==> config.mk <==
export PLATFORM = sky130hd
export DESIGN_NAME = sensor_i2c_target_port
export DESIGN_NICKNAME = d
export VERILOG_FILES = /design/src/rtl/i2c_target_pkg.sv /design/src/rtl/sensor_i2c_target_port.sv /design/src/rtl/i2c_line_sync.sv
export SDC_FILE = /design/constraint.sdc
export NUM_CORES = 1
export LEC_CHECK = 0
export BUFFER_PORTS_ARGS = -buffer_cell sky130_fd_sc_hd__buf_2
export CAP_MARGIN = 0
export CORE_ASPECT_RATIO = 1.2
export CORE_UTILIZATION = 59
export CTS_BUF_LIST = sky130_fd_sc_hd__clkbuf_16
export DETAILED_ROUTE_END_ITERATION = 12
export GPL_TIMING_DRIVEN = 0
export MAX_ROUTING_LAYER = met4
export PLACE_DENSITY_LB_ADDON = 0.25
export SLEW_MARGIN = 10
export SYNTH_ARGS = -nofsm -noshare
export SYNTH_HDL_FRONTEND = slang
export SYNTH_SLANG_ARGS = --single-unit
==> constraint.sdc <==
create_clock -name clock -period 2.7 [get_ports clock]
set_clock_uncertainty 0.15 [all_clocks]
set_input_delay 0.81 -clock clock [delete_from_list [all_inputs] [get_ports clock]]
set_output_delay 0.81 -clock clock [all_outputs]
set_load 0.02 [all_outputs]
==> src/rtl/i2c_target_pkg.sv <==
// Shared constants and carriers for the two-wire target port
package i2c_target_pkg;
  // Target addresses chosen by the strap pin
  localparam logic [6:0] ADDR_STRAP_HIGH = 7'h1D;
  localparam logic [6:0] ADDR_STRAP_LOW = 7'h53;
  // Bus speed limits, in kHz
  localparam int STD_RATE_KHZ = 100;
  localparam int FAST_RATE_KHZ = 400;
  // Register pointer width and reset value
  localparam int PTR_W = 8;
  localparam logic [7:0] PTR_RESET = 8'h00;
  localparam logic [2:0] BIT_COUNT_RESET = 3'h7;

  // Register-side access strobe bundle
  typedef struct packed {
    logic wrStrobe;
    logic rdStrobe;
    logic [7:0] addr;
    logic [7:0] wrData;
  } reg_access_t;

  // Synchronised and edge-decoded bus lines
  typedef struct packed {
    logic sclRise;
    logic sclFall;
    logic startSeen;
    logic stopSeen;
    logic sdaLevel;
    logic selHigh;
    logic strapHigh;
  } bus_events_t;
endpackage

==> src/rtl/sensor_i2c_target_port.sv <==
// Two-wire target port giving a bus controller access to the register space
`timescale 1ns/100ps
module sensor_i2c_target_port
  import i2c_target_pkg::*;
(
  input wire logic clock,
  input wire logic srst,
  input wire logic sclIn,
  input wire logic sdaIn,
  output logic sdaOut,
  output logic sdaOe,
  input wire logic ifaceSelect,
  input wire logic addressStrapPin,
  output i2c_target_pkg::reg_access_t regAccess,
  input wire logic [7:0] regRdData,
  output logic busBusy
);
  import i2c_target_pkg::*;

  typedef enum logic [5:0] {
    IDLE = 6'b000001,
    ADDR = 6'b000010,
    ACK = 6'b000100,
    RXBYTE = 6'b001000,
    TXBYTE = 6'b010000,
    MACK = 6'b100000
  } phase_t;

  typedef struct packed {
    phase_t phase;
    logic [7:0] shift;
    logic [2:0] bitCnt;
    logic sawRise;
    logic [7:0] ptr;
    logic gotPtr;
    logic readMode;
    logic ackDriven;
    logic needLoad;
    logic sdaOut;
    logic sdaOe;
    logic busy;
    reg_access_t acc;
  } port_state_t;

  bus_events_t ev;
  port_state_t st_reg;
  port_state_t st_next;
  logic [6:0] myAddr;

  i2c_line_sync syncInst (
    .clock(clock),
    .srst(srst),
    .sclIn(sclIn),
    .sdaIn(sdaIn),
    .ifaceSelect(ifaceSelect),
    .addressStrapPin(addressStrapPin),
    .events(ev)
  );

  assign myAddr = ev.strapHigh ? ADDR_STRAP_HIGH : ADDR_STRAP_LOW;

  // Oversampled bus clock
  // Bit engine; sampling at 25 MHz covers 400 kHz with margin
  always_comb
  begin
    st_next = st_reg;
    st_next.acc.wrStrobe = 1'b0;
    st_next.acc.rdStrobe = 1'b0;
    // Fetch the byte one cycle after needLoad, set at the clock fall after the read strobe, then drive bit 7
    if (st_reg.needLoad)
    begin
      st_next.needLoad = 1'b0;
      st_next.shift = regRdData;
      st_next.sdaOe = ~regRdData[7];
      st_next.sdaOut = 1'b0;
    end
    // Port dormant unless select pin high
    if (!ev.selHigh)
    begin
      st_next.phase = IDLE;
      st_next.sdaOe = 1'b0;
      st_next.busy = 1'b0;
    end
    else if (ev.startSeen)
    begin
      st_next.phase = ADDR;
      // The clock fall that closes the start is not a data bit
      st_next.sawRise = 1'b0;
      st_next.bitCnt = BIT_COUNT_RESET;
      st_next.sdaOe = 1'b0;
      st_next.busy = 1'b1;
    end
    else if (ev.stopSeen)
    begin
      st_next.phase = IDLE;
      st_next.sdaOe = 1'b0;
      st_next.busy = 1'b0;
    end
    else
    begin
      unique case (st_reg.phase)
        IDLE:
        begin
          st_next.sdaOe = 1'b0;
        end
        ADDR, RXBYTE:
        begin
          if (ev.sclRise)
          begin
            st_next.shift = {st_reg.shift[6:0], ev.sdaLevel};
            st_next.sawRise = 1'b1;
          end
          // Count only falls that follow a sampled bit
          if (ev.sclFall && st_reg.sawRise)
          begin
            if (st_reg.bitCnt == 3'h0)
            begin
              st_next.ackDriven = 1'b1;
              st_next.phase = ACK;
              if (st_reg.phase == ADDR)
              begin
                st_next.readMode = st_reg.shift[0];
                st_next.gotPtr = 1'b0;
                // Foreign address: leave the line released and drop out
                if (st_reg.shift[7:1] != myAddr)
                begin
                  st_next.ackDriven = 1'b0;
                  st_next.phase = IDLE;
                end
                else if (st_reg.shift[0])
                begin
                  st_next.acc.rdStrobe = 1'b1;
                  st_next.acc.addr = st_reg.ptr;
                end
              end
              else if (!st_reg.gotPtr)
              begin
                // Register address byte loads the pointer
                st_next.ptr = st_reg.shift;
                st_next.gotPtr = 1'b1;
              end
              else
              begin
                // Each data byte written in turn
                st_next.acc.wrStrobe = 1'b1;
                st_next.acc.addr = st_reg.ptr;
                st_next.acc.wrData = st_reg.shift;
                st_next.ptr = st_reg.ptr + 8'h01;
              end
              st_next.sdaOe = st_next.ackDriven;
              st_next.sdaOut = 1'b0;
            end
            else
            begin
              st_next.bitCnt = st_reg.bitCnt - 3'h1;
            end
          end
        end
        ACK:
        begin
          // Release after the acknowledge clock
          if (ev.sclFall)
          begin
            st_next.ackDriven = 1'b0;
            st_next.sdaOe = 1'b0;
            st_next.bitCnt = BIT_COUNT_RESET;
            if (st_reg.readMode)
            begin
              st_next.phase = TXBYTE;
              st_next.needLoad = 1'b1;
              st_next.ptr = st_reg.ptr + 8'h01;
            end
            else
            begin
              st_next.phase = RXBYTE;
            end
          end
        end
        TXBYTE:
        begin
          // Open drain: enable only to pull low
          if (ev.sclFall)
          begin
            if (st_reg.bitCnt == 3'h0)
            begin
              st_next.sdaOe = 1'b0;
              st_next.phase = MACK;
            end
            else
            begin
              st_next.bitCnt = st_reg.bitCnt - 3'h1;
              st_next.shift = {st_reg.shift[6:0], 1'b0};
              st_next.sdaOe = ~st_reg.shift[6];
            end
          end
        end
        MACK:
        begin
          // Controller ack continues, no ack ends reading
          if (ev.sclRise)
          begin
            if (ev.sdaLevel)
            begin
              st_next.phase = IDLE;
            end
            else
            begin
              st_next.acc.rdStrobe = 1'b1;
              st_next.acc.addr = st_reg.ptr;
            end
          end
          if (ev.sclFall)
          begin
            st_next.phase = TXBYTE;
            st_next.bitCnt = BIT_COUNT_RESET;
            st_next.needLoad = 1'b1;
            st_next.ptr = st_reg.ptr + 8'h01;
          end
        end
      endcase
    end
  end

  // Pointer survives stop so a stop-start read resumes there
  always_ff @(posedge clock)
  begin
    if (srst)
    begin
      st_reg <= '0;
      st_reg.phase <= IDLE;
      st_reg.bitCnt <= BIT_COUNT_RESET;
      st_reg.ptr <= PTR_RESET;
    end
    else
    begin
      st_reg <= st_next;
    end
  end

  assign sdaOut = st_reg.sdaOut;
  assign sdaOe = st_reg.sdaOe;
  assign regAccess = st_reg.acc;
  assign busBusy = st_reg.busy;
endmodule

==> src/rtl/i2c_line_sync.sv <==
// Two-flop synchroniser and edge decoder for the bus lines and straps
`timescale 1ns/100ps
module i2c_line_sync
  import i2c_target_pkg::*;
(
  input wire logic clock,
  input wire logic srst,
  input wire logic sclIn,
  input wire logic sdaIn,
  input wire logic ifaceSelect,
  input wire logic addressStrapPin,
  output i2c_target_pkg::bus_events_t events
);
  typedef struct packed {
    logic [3:0] meta;
    logic [3:0] sync;
    logic sclOld;
    logic sdaOld;
    bus_events_t ev;
  } sync_state_t;

  sync_state_t st_reg;
  sync_state_t st_next;

  // Only the second stage is read by decode logic
  always_comb
  begin
    st_next = st_reg;
    st_next.meta = {sclIn, sdaIn, ifaceSelect, addressStrapPin};
    st_next.sync = st_reg.meta;
    st_next.sclOld = st_reg.sync[3];
    st_next.sdaOld = st_reg.sync[2];
    st_next.ev.sclRise = st_reg.sync[3] & ~st_reg.sclOld;
    st_next.ev.sclFall = ~st_reg.sync[3] & st_reg.sclOld;
    // Data edge while clock stays high marks start or stop
    st_next.ev.startSeen = st_reg.sync[3] & st_reg.sclOld & st_reg.sdaOld & ~st_reg.sync[2];
    st_next.ev.stopSeen = st_reg.sync[3] & st_reg.sclOld & ~st_reg.sdaOld & st_reg.sync[2];
    st_next.ev.sdaLevel = st_reg.sync[2];
    st_next.ev.selHigh = st_reg.sync[1];
    st_next.ev.strapHigh = st_reg.sync[0];
  end

  // Idle bus reads as high lines
  always_ff @(posedge clock)
  begin
    if (srst)
      st_reg <= '{meta: 4'hF, sync: 4'hF, sclOld: 1'b1, sdaOld: 1'b1, ev: '0};
    else
      st_reg <= st_next;
  end

  assign events = st_reg.ev;
endmodule

=== Word-level counts from Yosys, hierarchy flattened ===
Index checks and enable logic that the tools add are counted.

* Bits in registers: 68
* Output and inout bits: 21
* Bits of input ports: 14
* Logic and storage cells: 180

* Bitwise logic cells: 20
* $add $sub $neg: 2
* Reductions and logical operators: 26
* Mux-type cells: 69
* Eq/ne operators: 35

{| class="wikitable"
|+ Operators with widths
! kind !! count
|-
| $mux 8 || 10
|-
| $mux 17 || 3
|-
| $mux 25 || 2
|-
| $mux 6 || 7
|-
| $mux 9 || 4
|-
| $mux 11 || 3
|-
| $reduce_and 8->1 || 4
|-
| $pmux 6 s4 || 1
|-
| $pmux 8 s3 || 1
|-
| $pmux 9 s2 || 1
|-
| $mux 16 || 1
|-
| $mux 2 || 8
|-
| $pmux 8 s2 || 1
|-
| $mux 3 || 5
|-
| $mux 1 || 14
|-
| $reduce_and 7->1 || 2
|-
| $mux 13 || 1
|-
| $not 1->1 || 13
|-
| $ne 2x2->1 const B || 6
|-
| $ne 3x1->1 const B || 4
|-
| $ne 4x2->1 const B || 3
|-
| $reduce_and 11->1 || 1
|-
| $ne 2x1->1 const B || 5
|-
| $ne 5x1->1 const B || 2
|-
| other kinds (31) || 50
|}

=== Longest topological paths before layout ===
Gate-level depths: netlist of run 1.

* Word-level depth: 10
* Gate-level depth with buffers: 9
* Mapped depth without buffers: 8

=== Cells and area by module ===
From an unflattened synthesis of run 1, not the netlist that was laid out.

* Cells, all modules: 393
* Area, all modules: 3393.3 um2

{| class="wikitable"
|+ By module, submodules not included
! module !! cells each !! area each (um2) !! sequential area each (um2) !! times used
|-
| sensor_i2c_target_port || 349 || 2844.0 || 1001.0 || 1
|-
| i2c_line_sync || 44 || 549.3 || 340.3 || 1
|}

=== Least setup slack after synthesis of run 1 ===
No wires, ideal clock.

* Path type: reg2reg
* From: reg st_reg[45] (netlist bit)
* To: reg st_reg[25] (netlist bit)
* Cell stages (with the launch flop): 7
* Required time: 2476 ps
* Period minus slack after synthesis: 2242 ps
* Slack: 458 ps
* Arrival: 2018 ps
* Setup time: 74 ps
* Buffers on the path: 1
* Path through: dfxtp_1 buf_6 nor4_2 nand2_2 a2111o_1 or4_1 a31oi_1

* Word-level cells in the longest chain between the ends: 4
* Elaborated cells between the ends (all ways): 14
* Those cells by class: 10 x eq/ne; 1 x mux; 3 x reduce/logical

{| class="wikitable"
|+ RTL lines
! item !! line !! RTL
|-
| from (decl) || sensor_i2c_target_port.sv:46 || <nowiki>port_state_t st_reg;</nowiki>
|-
| from (signal assigned) || sensor_i2c_target_port.sv:236 || <nowiki>st_reg <= st_next;</nowiki>
|-
| $eq 6x2->1 / $eq 6x4->1 (equally long branches) || sensor_i2c_target_port.sv:101, sensor_i2c_target_port.sv:120 ||
|-
| $reduce_or 2->1 || sensor_i2c_target_port.sv:101 || <nowiki>unique case (st_reg.phase)</nowiki>
|-
| $ne 2x2->1 (no source line) / $reduce_bool 3->1 (equally long branches) || n/a ||
|-
| $reduce_and 10->1 (no source line) || n/a ||
|}

Several ways; a longest one is shown, not always the timed one.
A chain may end at the register's enable or synchronous reset.

=== Worst setup path after layout of run 1 ===
* From: reg st_reg[50] (netlist bit)
* To: reg st_reg[25] (netlist bit)

The elaborated chain is that of the path after synthesis.

==> results.sh, run 1 <==
export IMPL_most_area_consuming_cells_after_synthesis="sky130_fd_sc_hd__dfxtp_1 (38%), sky130_fd_sc_hd__mux2i_1 (5.4%), sky130_fd_sc_hd__buf_4 (4.3%)"
export IMPL_cts_hold_buffers=0
export IMPL_drt_pass1_iterations=5
export IMPL_avg_inst_size_synth_um2=8.78
export IMPL_synth_yosys_warnings=0
export IMPL_number_of_enable_flip_flop_cells_after_synthesis=0
export IMPL_io_buffer_count=34
export IMPL_proportion_of_layout_cells_with_a_drive_suffix_above_1_pct=24.3
export IMPL_largest_buffer_count_on_any_clock_path=2
export IMPL_holdWs_ns=0.259
export IMPL_die_width_um=72.6
export IMPL_post_synthesis_instance_area_um2=3530
export IMPL_slew_headroom_pct=47.3
export IMPL_p_per_area_nw_per_um2=555
export IMPL_drt_antenna_violating_nets=0
export IMPL_finalHoldViolCount=0
export IMPL_cts_resized=0
export IMPL_path_max_fanout=10
export IMPL_cts_repair_timing_setup_buffer_count=0
export IMPL_synthDominantCellAreaShare_pct=38.0
export IMPL_cts_root_buf="sky130_fd_sc_hd__clkbuf_16"
export IMPL_wire_per_inst_um=17.1
export IMPL_cap_viol_max_count=0
export IMPL_setup_tns_final_ns=0
export IMPL_cts_htree_levels=3
export IMPL_worstHoldPathType="flip-flop to flip-flop"
export IMPL_netlist_top_cells_count="sky130_fd_sc_hd__dfxtp_1 (67), sky130_fd_sc_hd__a21oi_1 (26), sky130_fd_sc_hd__nand2_1 (26), sky130_fd_sc_hd__nor2_1 (26), sky130_fd_sc_hd__o21ai_0 (21)"
export IMPL_initial_core_utilization_pct=61.9
export IMPL_cp_arrival_ns=2.71
export IMPL_flow_area_growth_from_synthesis_pct=18.2
export IMPL_synth_cell_type_count=63
export IMPL_least_margin_pin_slew_ns=0.788
export IMPL_async_set_or_reset_flop_fraction_in_the_synthesized_netlist_pct=0
export IMPL_grt_pass1_vias=3054
export IMPL_startpoint_types="flip-flop"
export IMPL_hpwlAfterDp_um=6340
export IMPL_drt_total_wl_um=9110
export IMPL_core_um2=5710
export IMPL_worst_ep_required_time_ns=2.80
export IMPL_number_of_flip_flops_under_the_largest_register_name=29
export IMPL_setup_worst_path_end_class="flip-flop"
export IMPL_timing_worst_setup_path_type="flip-flop to flip-flop"
export IMPL_synth_main_ff_cell="sky130_fd_sc_hd__dfxtp_1"
export IMPL_numCtsBuffers=9
export IMPL_fp_dieArea_um2=6300
export IMPL_postSynthCellCount=402
export IMPL_initial_antenna_violation_count=0
export IMPL_design_portCount=35
export IMPL_synth_seq_area_share_pct=38.0
export IMPL_synthMostInstantiatedCell="sky130_fd_sc_hd__dfxtp_1"
export IMPL_max_clock_freq_ghz=0.383
export IMPL_tritoncts="yes"
export IMPL_pin_count_of_the_biggest_net_entering_global_routing=13
export IMPL_power_ir_vdd_worst_uv=528
export IMPL_cellLeakagePower_nw=1.65
export IMPL_post_route_min_period_ns=2.61
export IMPL_routed_via_count=3263
export IMPL_worst_skew_pair_late_latency_ns=0.33
export IMPL_report_final_slew_viol_count=0
export IMPL_synth_top_area_cell="sky130_fd_sc_hd__dfxtp_1"
export IMPL_cts_sinks=67
export IMPL_grt_util_all_layers_pct=31.6
export IMPL_post_drt_via_cell_ratio=6.13
export IMPL_antenna_diode_count=0
export IMPL_outcome="completed"
export IMPL_min_period_over_period_pct=96.6
export IMPL_dieHeight_um=86.7
export IMPL_rows=30
export IMPL_grt_pass1_wl_um=15000
export IMPL_num_nets_final=465
export IMPL_utilization_pct=73.1
export IMPL_gp_routability_congestion=1.03
export IMPL_setup_viol_count_final=0
export IMPL_grt_remaining_overflow=0
export IMPL_final_fill_count=457
export IMPL_rsz0062_at_grt="no"
export IMPL_clk_pin_slew_worst_paths_ns=0.05
export IMPL_ys_seq_elements=67
export IMPL_detail_route_drc_violations=0
export IMPL_detailedRoute_firstIterationViolations=274
export IMPL_synth_nets=420
-- cell usage in the layout, fill, tap and decap left out, drive strengths merged, types with 4 or more instances in the layout --
cell	synthesis	final
a21oi	26	26
a211oi	9	9
a31oi	9	9
or2	14	14
clkbuf	13	22
and2	4	4
mux2	10	10
nor3b	5	5
nand2b	12	12
o21ai	22	22
nand4	9	9
nor3	6	6
dfxtp	67	67
nor2	26	26
buf	24	58
nor2b	11	11
nor4	5	5
nand3	10	10
nand2	28	28
inv	10	10
mux2i	19	19
ha	4	4
-- where the power goes --
part | internal [mW] | switching [mW]
sequential | 1.00 | 0.00743
combinational | 0.0283 | 0.0402
clock | 0.804 | 0.434
-- final timing paths --
check	startpoint	endpoint	slack (ns)	depth (start not counted)
hold / removal	syncInst.st_next[9]	syncInst.st_next[0]	0.26	1
setup reg to reg	st_reg[50]	st_reg[25]	0.09	6
hold reg to reg	syncInst.st_next[9]	syncInst.st_next[0]	0.26	1
setup / recovery	st_reg[50]	st_reg[25]	0.09	6
-- final cells by class --
cell class / instances / area (µm²) / area share (%)
multi-input cells: 288 / 1980 / 47.4
flip-flops and latches: 67 / 1340 / 32.1
plain buffers: 37 / 226 / 5.43
clock buffers: 9 / 225 / 5.40
repair buffers: 34 / 170 / 4.08
well taps: 80 / 100 / 2.40
clock inverters: 7 / 92.6 / 2.22
inverters: 10 / 37.5 / 0.900
-- routing by layer --
layer	GRT usage (%)	vias to the layer above	part of all wire (%)
met5	-	-	0
met3	6.40	33	7.5
met2	49.3	150	47
met4	13.2	0	3.1
li1	-	1538	-
met1	39.8	1542	42
-- stage by stage --
step / setup slack [ns] / cells / power (mW) / instance area [µm²]
floorplan: 0.458 / 402 / 1.07 / 3530
global placement: 0.125 / 516 / 1.09 / 3800
detailed placement: 0.111 / 516 / 1.10 / 3800
CTS: 0.0488 / 532 / 2.31 / 4120
global route: 0.0103 / 532 / 2.36 / 4170
finish: 0.0923 / 532 / 2.31 / 4170
-- worst max-delay path, cell delays in order (launching register included) --
cell and delay, ns:
sky130_fd_sc_hd__dfxtp_1 0.35, sky130_fd_sc_hd__buf_4 0.19, sky130_fd_sc_hd__nor4_4 0.41, sky130_fd_sc_hd__nand2_2 0.19, sky130_fd_sc_hd__a2111o_1 0.54, sky130_fd_sc_hd__or4_1 0.50
sky130_fd_sc_hd__a31oi_1 0.20
-- kinds of logic after synthesis --
family | after synthesis | synth area share [%]
xor+xnor | 4 | 0.992
mux | 29 | 8.58
fa+ha+maj | 4 | 1.42
buf+inv | 47 | 7.41
simple gates | 152 | 25.1
flops | 67 | 38.0
compound gates | 99 | 18.5
Power figures use the tool's default switching activity.
==> run 2: changes to the inputs <==
--- a/config.mk
+++ b/config.mk
@@ -12,7 +12,6 @@
 export CTS_BUF_LIST = sky130_fd_sc_hd__clkbuf_16
 export DETAILED_ROUTE_END_ITERATION = 12
 export GPL_TIMING_DRIVEN = 0
-export MAX_ROUTING_LAYER = met4
 export PLACE_DENSITY_LB_ADDON = 0.25
 export SLEW_MARGIN = 10
 export SYNTH_ARGS = -nofsm -noshare
==> results.sh, run 2 (synthesis results as in run 1) <==
export IMPL_core_um2=5710
export IMPL_worst_path_most_repeated_cell="sky130_fd_sc_hd__mux2i_1"
export IMPL_num_nets_final=465
export IMPL_clk_pin_slew_worst_paths_ns=0.06
export IMPL_initial_antenna_violation_count=0
export IMPL_crit_reg2reg_launch="st_reg[41]"
export IMPL_drt_total_wl_um=8800
export IMPL_cap_viol_max_count=0
export IMPL_number_of_flip_flops_under_the_largest_register_name=29
export IMPL_setup_viol_count_final=0
export IMPL_dieHeight_um=86.7
export IMPL_layout_commonest_cell="sky130_fd_sc_hd__dfxtp_1"
export IMPL_cp_arrival_ns=2.66
export IMPL_io_buffer_count=34
export IMPL_grt_remaining_overflow=0
export IMPL_slew_headroom_pct=46.2
export IMPL_report_power_total_mw=2.32
export IMPL_hpwlAfterDp_um=6100
export IMPL_reg2regPathDepth=5
export IMPL_drt_pass1_iterations=5
export IMPL_setup_worst_path_end_class="flip-flop"
export IMPL_min_period_over_period_pct=97.2
export IMPL_flow_area_growth_from_synthesis_pct=17.9
export IMPL_detailedRoute_firstIterationViolations=292
export IMPL_crit_chain="nor4bb_1 -> mux2i_1 -> o31ai_1 -> o2111ai_2 -> mux2i_1"
export IMPL_least_margin_pin_slew_ns=0.801
export IMPL_finalHoldViolCount=0
export IMPL_p_per_area_nw_per_um2=558
export IMPL_die_width_um=72.6
export IMPL_antenna_diode_count=0
export IMPL_grt_util_all_layers_pct=29.5
export IMPL_worstHoldStart="syncInst.st_next[10]"
export IMPL_power_ir_vdd_worst_uv=497
export IMPL_drt_antenna_violating_nets=0
export IMPL_cts_root_buf="sky130_fd_sc_hd__clkbuf_16"
export IMPL_outcome="completed"
export IMPL_proportion_of_layout_cells_with_a_drive_suffix_above_1_pct=24.2
export IMPL_post_route_min_period_ns=2.62
export IMPL_register_area_um2=1340
export IMPL_holdWs_ns=0.259
export IMPL_worst_ep_required_time_ns=2.74
export IMPL_report_final_slew_viol_count=0
export IMPL_cp_startpoint="st_reg[41]"
export IMPL_design_portCount=35
export IMPL_worst_skew_pair_late_latency_ns=0.34
export IMPL_max_stage_delay_ns=0.66
export IMPL_startpoint_types="flip-flop"
export IMPL_hold_end="syncInst.st_next[1]"
export IMPL_post_drt_via_cell_ratio=6.10
export IMPL_grt_pass1_vias=3061
export IMPL_final_fill_count=450
export IMPL_numCtsBuffers=9
export IMPL_rows=30
export IMPL_critPathTopFamily="compound AO/OA/AOI/OAI gates"
export IMPL_detail_route_drc_violations=0
export IMPL_multi_input_comb_area_um2=1970
export IMPL_rsz0062_at_grt="yes"
export IMPL_fp_dieArea_um2=6300
export IMPL_initial_core_utilization_pct=61.9
export IMPL_mostFrequentLayoutCells="sky130_fd_sc_hd__dfxtp_1 (67), sky130_fd_sc_hd__buf_2 (36), sky130_fd_sc_hd__nand2_1 (26), sky130_fd_sc_hd__nor2_1 (25), sky130_fd_sc_hd__a21oi_1 (25)"
export IMPL_grt_pass1_wl_um=14300
export IMPL_path_max_fanout=8
export IMPL_max_clock_freq_ghz=0.381
export IMPL_pin_count_of_the_biggest_net_entering_global_routing=13
export IMPL_cts_hold_buffers=0
export IMPL_tritoncts="yes"
export IMPL_timing_worst_setup_path_type="flip-flop to flip-flop"
export IMPL_reg2reg_setup_slack_ns=0.08
export IMPL_min_path_cells=1
export IMPL_gp_routability_congestion=0.964
export IMPL_cts_htree_levels=3
export IMPL_r2r_end="regAccess[14]"
export IMPL_cts_sinks=67
export IMPL_worst_path_stages=5
export IMPL_cellLeakagePower_nw=1.65
export IMPL_cpMaxStageDelayCell="sky130_fd_sc_hd__o31ai_1"
export IMPL_worst_path_buf_inv=0
export IMPL_worstHoldPathType="flip-flop to flip-flop"
export IMPL_wire_per_inst_um=16.6
export IMPL_routed_via_count=3237
export IMPL_largest_buffer_count_on_any_clock_path=2
export IMPL_utilization_pct=73.0
==> run 2: routing by layer <==
metal	part of all wire [%]	vias up	wire length, µm	global-route usage [%]
met3	8.4	34	739	6.86
met1	42	1476	3710	38.0
met4	3.8	0	337	15.3
met2	46	186	4010	45.8
met5	0	-	0	0
li1	-	1541	-	-
==> run 2: how the worst max path moves through the flow <==
| stage | endpoint |
|---|---|
| finish | regAccess[14] |
| global route | st_reg[25] |
| CTS | st_reg[28] |
| detailed placement | regAccess[7] |
| global placement | regAccess[1] |
| floorplan | st_reg[25] |
==> run 2: worst register-to-register path, delay by kind of cell, from the launching register on <==
family	cells	cell delay, ns
flip-flops	1	0.43
AO/OA/AOI/OAI	2	1.21
AND/OR/NAND/NOR	1	0.30
multiplexers	2	0.38
==> run 2: layout make-up <==
type,count,share of cell area (%)
multi-input cells,288,47.4
flip-flops and latches,67,32.2
clock buffers,9,5.41
plain buffers,37,5.38
repair buffers,34,4.09
well taps,80,2.40
clock inverters,6,2.16
inverters,10,0.902
==> run 2: what timing repair did <==
item / 4_1_cts / 5_1_grt
endpoints found under the hold margin: 0 / 0
gates resized for setup: 0 / 7
setup endpoints to repair: 0 / 10
setup buffers: 0 / 0
==> run 2: per-stage QoR <==
stage | cell area (µm²) | std cells | setup TNS (ns) | setup WS [ns]
2_1_floorplan | 3530 | 402 | 0 | 0.458
3_3_place_gp | 3800 | 516 | 0 | 0.0805
3_5_place_dp | 3800 | 516 | 0 | 0.0449
4_1_cts | 4120 | 531 | 0 | 0.132
5_1_grt | 4160 | 531 | -0.0756 | -0.0374
6_report | 4160 | 531 | 0 | 0.0768
==> run 2: power by group <==
part	switching, mW	leakage, nW	internal (mW)
registers	0.00703	0.543	1.00
logic	0.0412	0.953	0.0282
clock network	0.442	0.152	0.805
total	0.490	1.65	1.83
==> run 3: changes to the inputs <==
--- a/config.mk
+++ b/config.mk
@@ -5,7 +5,7 @@
 export SDC_FILE = /design/constraint.sdc
 export NUM_CORES = 1
 export LEC_CHECK = 0
-export BUFFER_PORTS_ARGS = -buffer_cell sky130_fd_sc_hd__buf_2
+export BUFFER_PORTS_ARGS = -buffer_cell sky130_fd_sc_hd__clkbuf_2
 export CAP_MARGIN = 0
 export CORE_ASPECT_RATIO = 1.2
 export CORE_UTILIZATION = 59
==> results.sh, run 3 (synthesis results as in run 1) <==
export IMPL_outcome="completed"
export IMPL_report_final_slew_viol_count=0
export IMPL_antenna_diode_count=0
export IMPL_max_stage_delay_ns=0.57
export IMPL_post_place_cells=516
export IMPL_crit_chain="buf_6 -> nor4_2 -> nand2_2 -> a2111o_1 -> or4_1 -> a31oi_1"
export IMPL_rsz0062_at_grt="yes"
export IMPL_detailedRoute_firstIterationViolations=310
export IMPL_drt_antenna_violating_nets=0
export IMPL_cts_hold_buffers=0
export IMPL_cp_arrival_ns=2.79
export IMPL_core_um2=5710
export IMPL_cts_repair_timing_setup_buffer_count=0
export IMPL_drt_total_wl_um=8770
export IMPL_number_of_flip_flops_under_the_largest_register_name=29
export IMPL_numCtsBuffers=9
export IMPL_startpoint_types="flip-flop"
export IMPL_min_period_over_period_pct=99.6
export IMPL_count_of_placed_standard_cells_in_the_final_layout_fillers_left_out=532
export IMPL_cap_viol_max_count=0
export IMPL_num_nets_final=465
export IMPL_finalWorstSetupSlack_ns=0.0119
export IMPL_drt_pass1_iterations=7
export IMPL_gr_usage_met3_pct=5.00
export IMPL_setup_viol_count_final=0
export IMPL_gp_routability_congestion=0.969
export IMPL_cpMaxStageDelayCell="sky130_fd_sc_hd__nor4_2"
export IMPL_worst_ep_required_time_ns=2.80
export IMPL_die_width_um=72.6
export IMPL_routed_via_count=3241
export IMPL_tritoncts="yes"
export IMPL_io_buffer_count=34
export IMPL_met2_usage_pct=45.6
export IMPL_grt_busiest_layer="met2"
export IMPL_cellLeakagePower_nw=1.63
export IMPL_met1_track_demand_over_resource_in_global_routing_pct=39.5
export IMPL_finalHoldViolCount=0
export IMPL_placement_setup_worst_slack_ns=0.0773
export IMPL_hpwlAfterDp_um=6150
export IMPL_fp_dieArea_um2=6300
export IMPL_slew_headroom_pct=51.7
export IMPL_setup_worst_path_end_class="flip-flop"
export IMPL_wire_per_inst_um=16.5
export IMPL_cts_root_buf="sky130_fd_sc_hd__clkbuf_16"
export IMPL_proportion_of_layout_cells_with_a_drive_suffix_above_1_pct=24.1
export IMPL_power_ir_vdd_worst_uv=416
export IMPL_cts_sinks=67
export IMPL_initial_core_utilization_pct=61.9
export IMPL_pin_count_of_the_biggest_net_entering_global_routing=13
export IMPL_post_route_min_period_ns=2.69
export IMPL_post_drt_via_cell_ratio=6.09
export IMPL_largest_buffer_count_on_any_clock_path=2
export IMPL_grt_pass1_wl_um=14300
export IMPL_max_clock_freq_ghz=0.372
export IMPL_worst_skew_pair_late_latency_ns=0.33
export IMPL_report_power_total_mw=2.31
export IMPL_worstHoldPathType="flip-flop to flip-flop"
export IMPL_design_portCount=35
export IMPL_grt_pass1_vias=2955
export IMPL_layout_commonest_cell="sky130_fd_sc_hd__dfxtp_1"
export IMPL_mostFrequentLayoutCells="sky130_fd_sc_hd__dfxtp_1 (67), sky130_fd_sc_hd__clkbuf_2 (35), sky130_fd_sc_hd__nand2_1 (26), sky130_fd_sc_hd__a21oi_1 (26), sky130_fd_sc_hd__nor2_1 (25)"
export IMPL_grt_remaining_overflow=0
export IMPL_initial_antenna_violation_count=0
export IMPL_least_margin_pin_slew_ns=0.724
export IMPL_p_per_area_nw_per_um2=556
export IMPL_grt_util_all_layers_pct=29.5
export IMPL_clk_pin_slew_worst_paths_ns=0.06
export IMPL_cts_resized=0
export IMPL_setup_tns_final_ns=0
export IMPL_timing_worst_setup_path_type="flip-flop to flip-flop"
export IMPL_flow_area_growth_from_synthesis_pct=17.6
export IMPL_path_max_fanout=10
export IMPL_rows=30
export IMPL_layout_cell_area_non_filler_um2=4150
export IMPL_dieHeight_um=86.7
export IMPL_detail_route_drc_violations=0
export IMPL_cts_htree_levels=3
export IMPL_detailed_place_area_um2=3800
-- run 3: cell types whose count changed in the layout (fill, tap and decap cells not counted) --
cell                        delta
sky130_fd_sc_hd__a21oi_2       -1
sky130_fd_sc_hd__nor4_2        +1
sky130_fd_sc_hd__nor4_4        -1
sky130_fd_sc_hd__a2bb2oi_1     -1
sky130_fd_sc_hd__a2bb2oi_2     +1
sky130_fd_sc_hd__clkinv_4      +1
sky130_fd_sc_hd__clkbuf_2     +35
sky130_fd_sc_hd__inv_6         -1
sky130_fd_sc_hd__xor2_2        -1
sky130_fd_sc_hd__buf_2        -34
sky130_fd_sc_hd__xor2_1        +1
sky130_fd_sc_hd__clkbuf_1      -1
sky130_fd_sc_hd__a21oi_1       +1
sky130_fd_sc_hd__inv_1         +1
-- run 3: area by class of cell --
cell class              instances  area (µm²)
multi-input cells             288        1960
fillers                       465        1550
flip-flops and latches         67        1340
clock buffers                   9         225
plain buffers                  37         225
repair buffers                 34         170
well taps                      80         100
clock inverters                 7        93.8
inverters                      10        37.5
-- run 3: final timing paths --
path | from | to | slack, ns | cells past startpoint
worst max-delay path | st_reg[45] | st_reg[25] | 0.01 | 6
worst min-delay path | syncInst.st_next[10] | syncInst.st_next[1] | 0.26 | 1
worst max register to register | st_reg[45] | st_reg[25] | 0.01 | 6
worst min register to register | syncInst.st_next[10] | syncInst.st_next[1] | 0.26 | 1
-- run 3: per-layer routing --
metal,wire length (µm),vias up
met1,3800,1491
met2,4060,170
met4,248,0
li1,-,1552
met5,0,-
met3,666,28
-- run 3: power breakdown --
| part | switching [mW] | internal (mW) |
|---|---|---|
| sequential | 0.00698 | 1.00 |
| clock | 0.427 | 0.805 |
| combinational | 0.0410 | 0.0283 |
| total | 0.475 | 1.83 |
-- run 3: metrics by stage --
stage | hold WS [ns] | util [%]
finish | 0.257 | 72.8
global route | 0.267 | 72.8
CTS | 0.259 | 72.2
detailed placement | 0.245 | 66.6
global placement | 0.243 | 66.6
floorplan | 0.238 | -
-- run 3: worst max-delay path: cells and delay by family (launching register included) --
family | cells | cell delay, ns
AND/OR/NAND/NOR | 3 | 1.32
AO/OA/AOI/OAI | 2 | 0.69
flip-flops | 1 | 0.30
buffers and inverters | 1 | 0.14
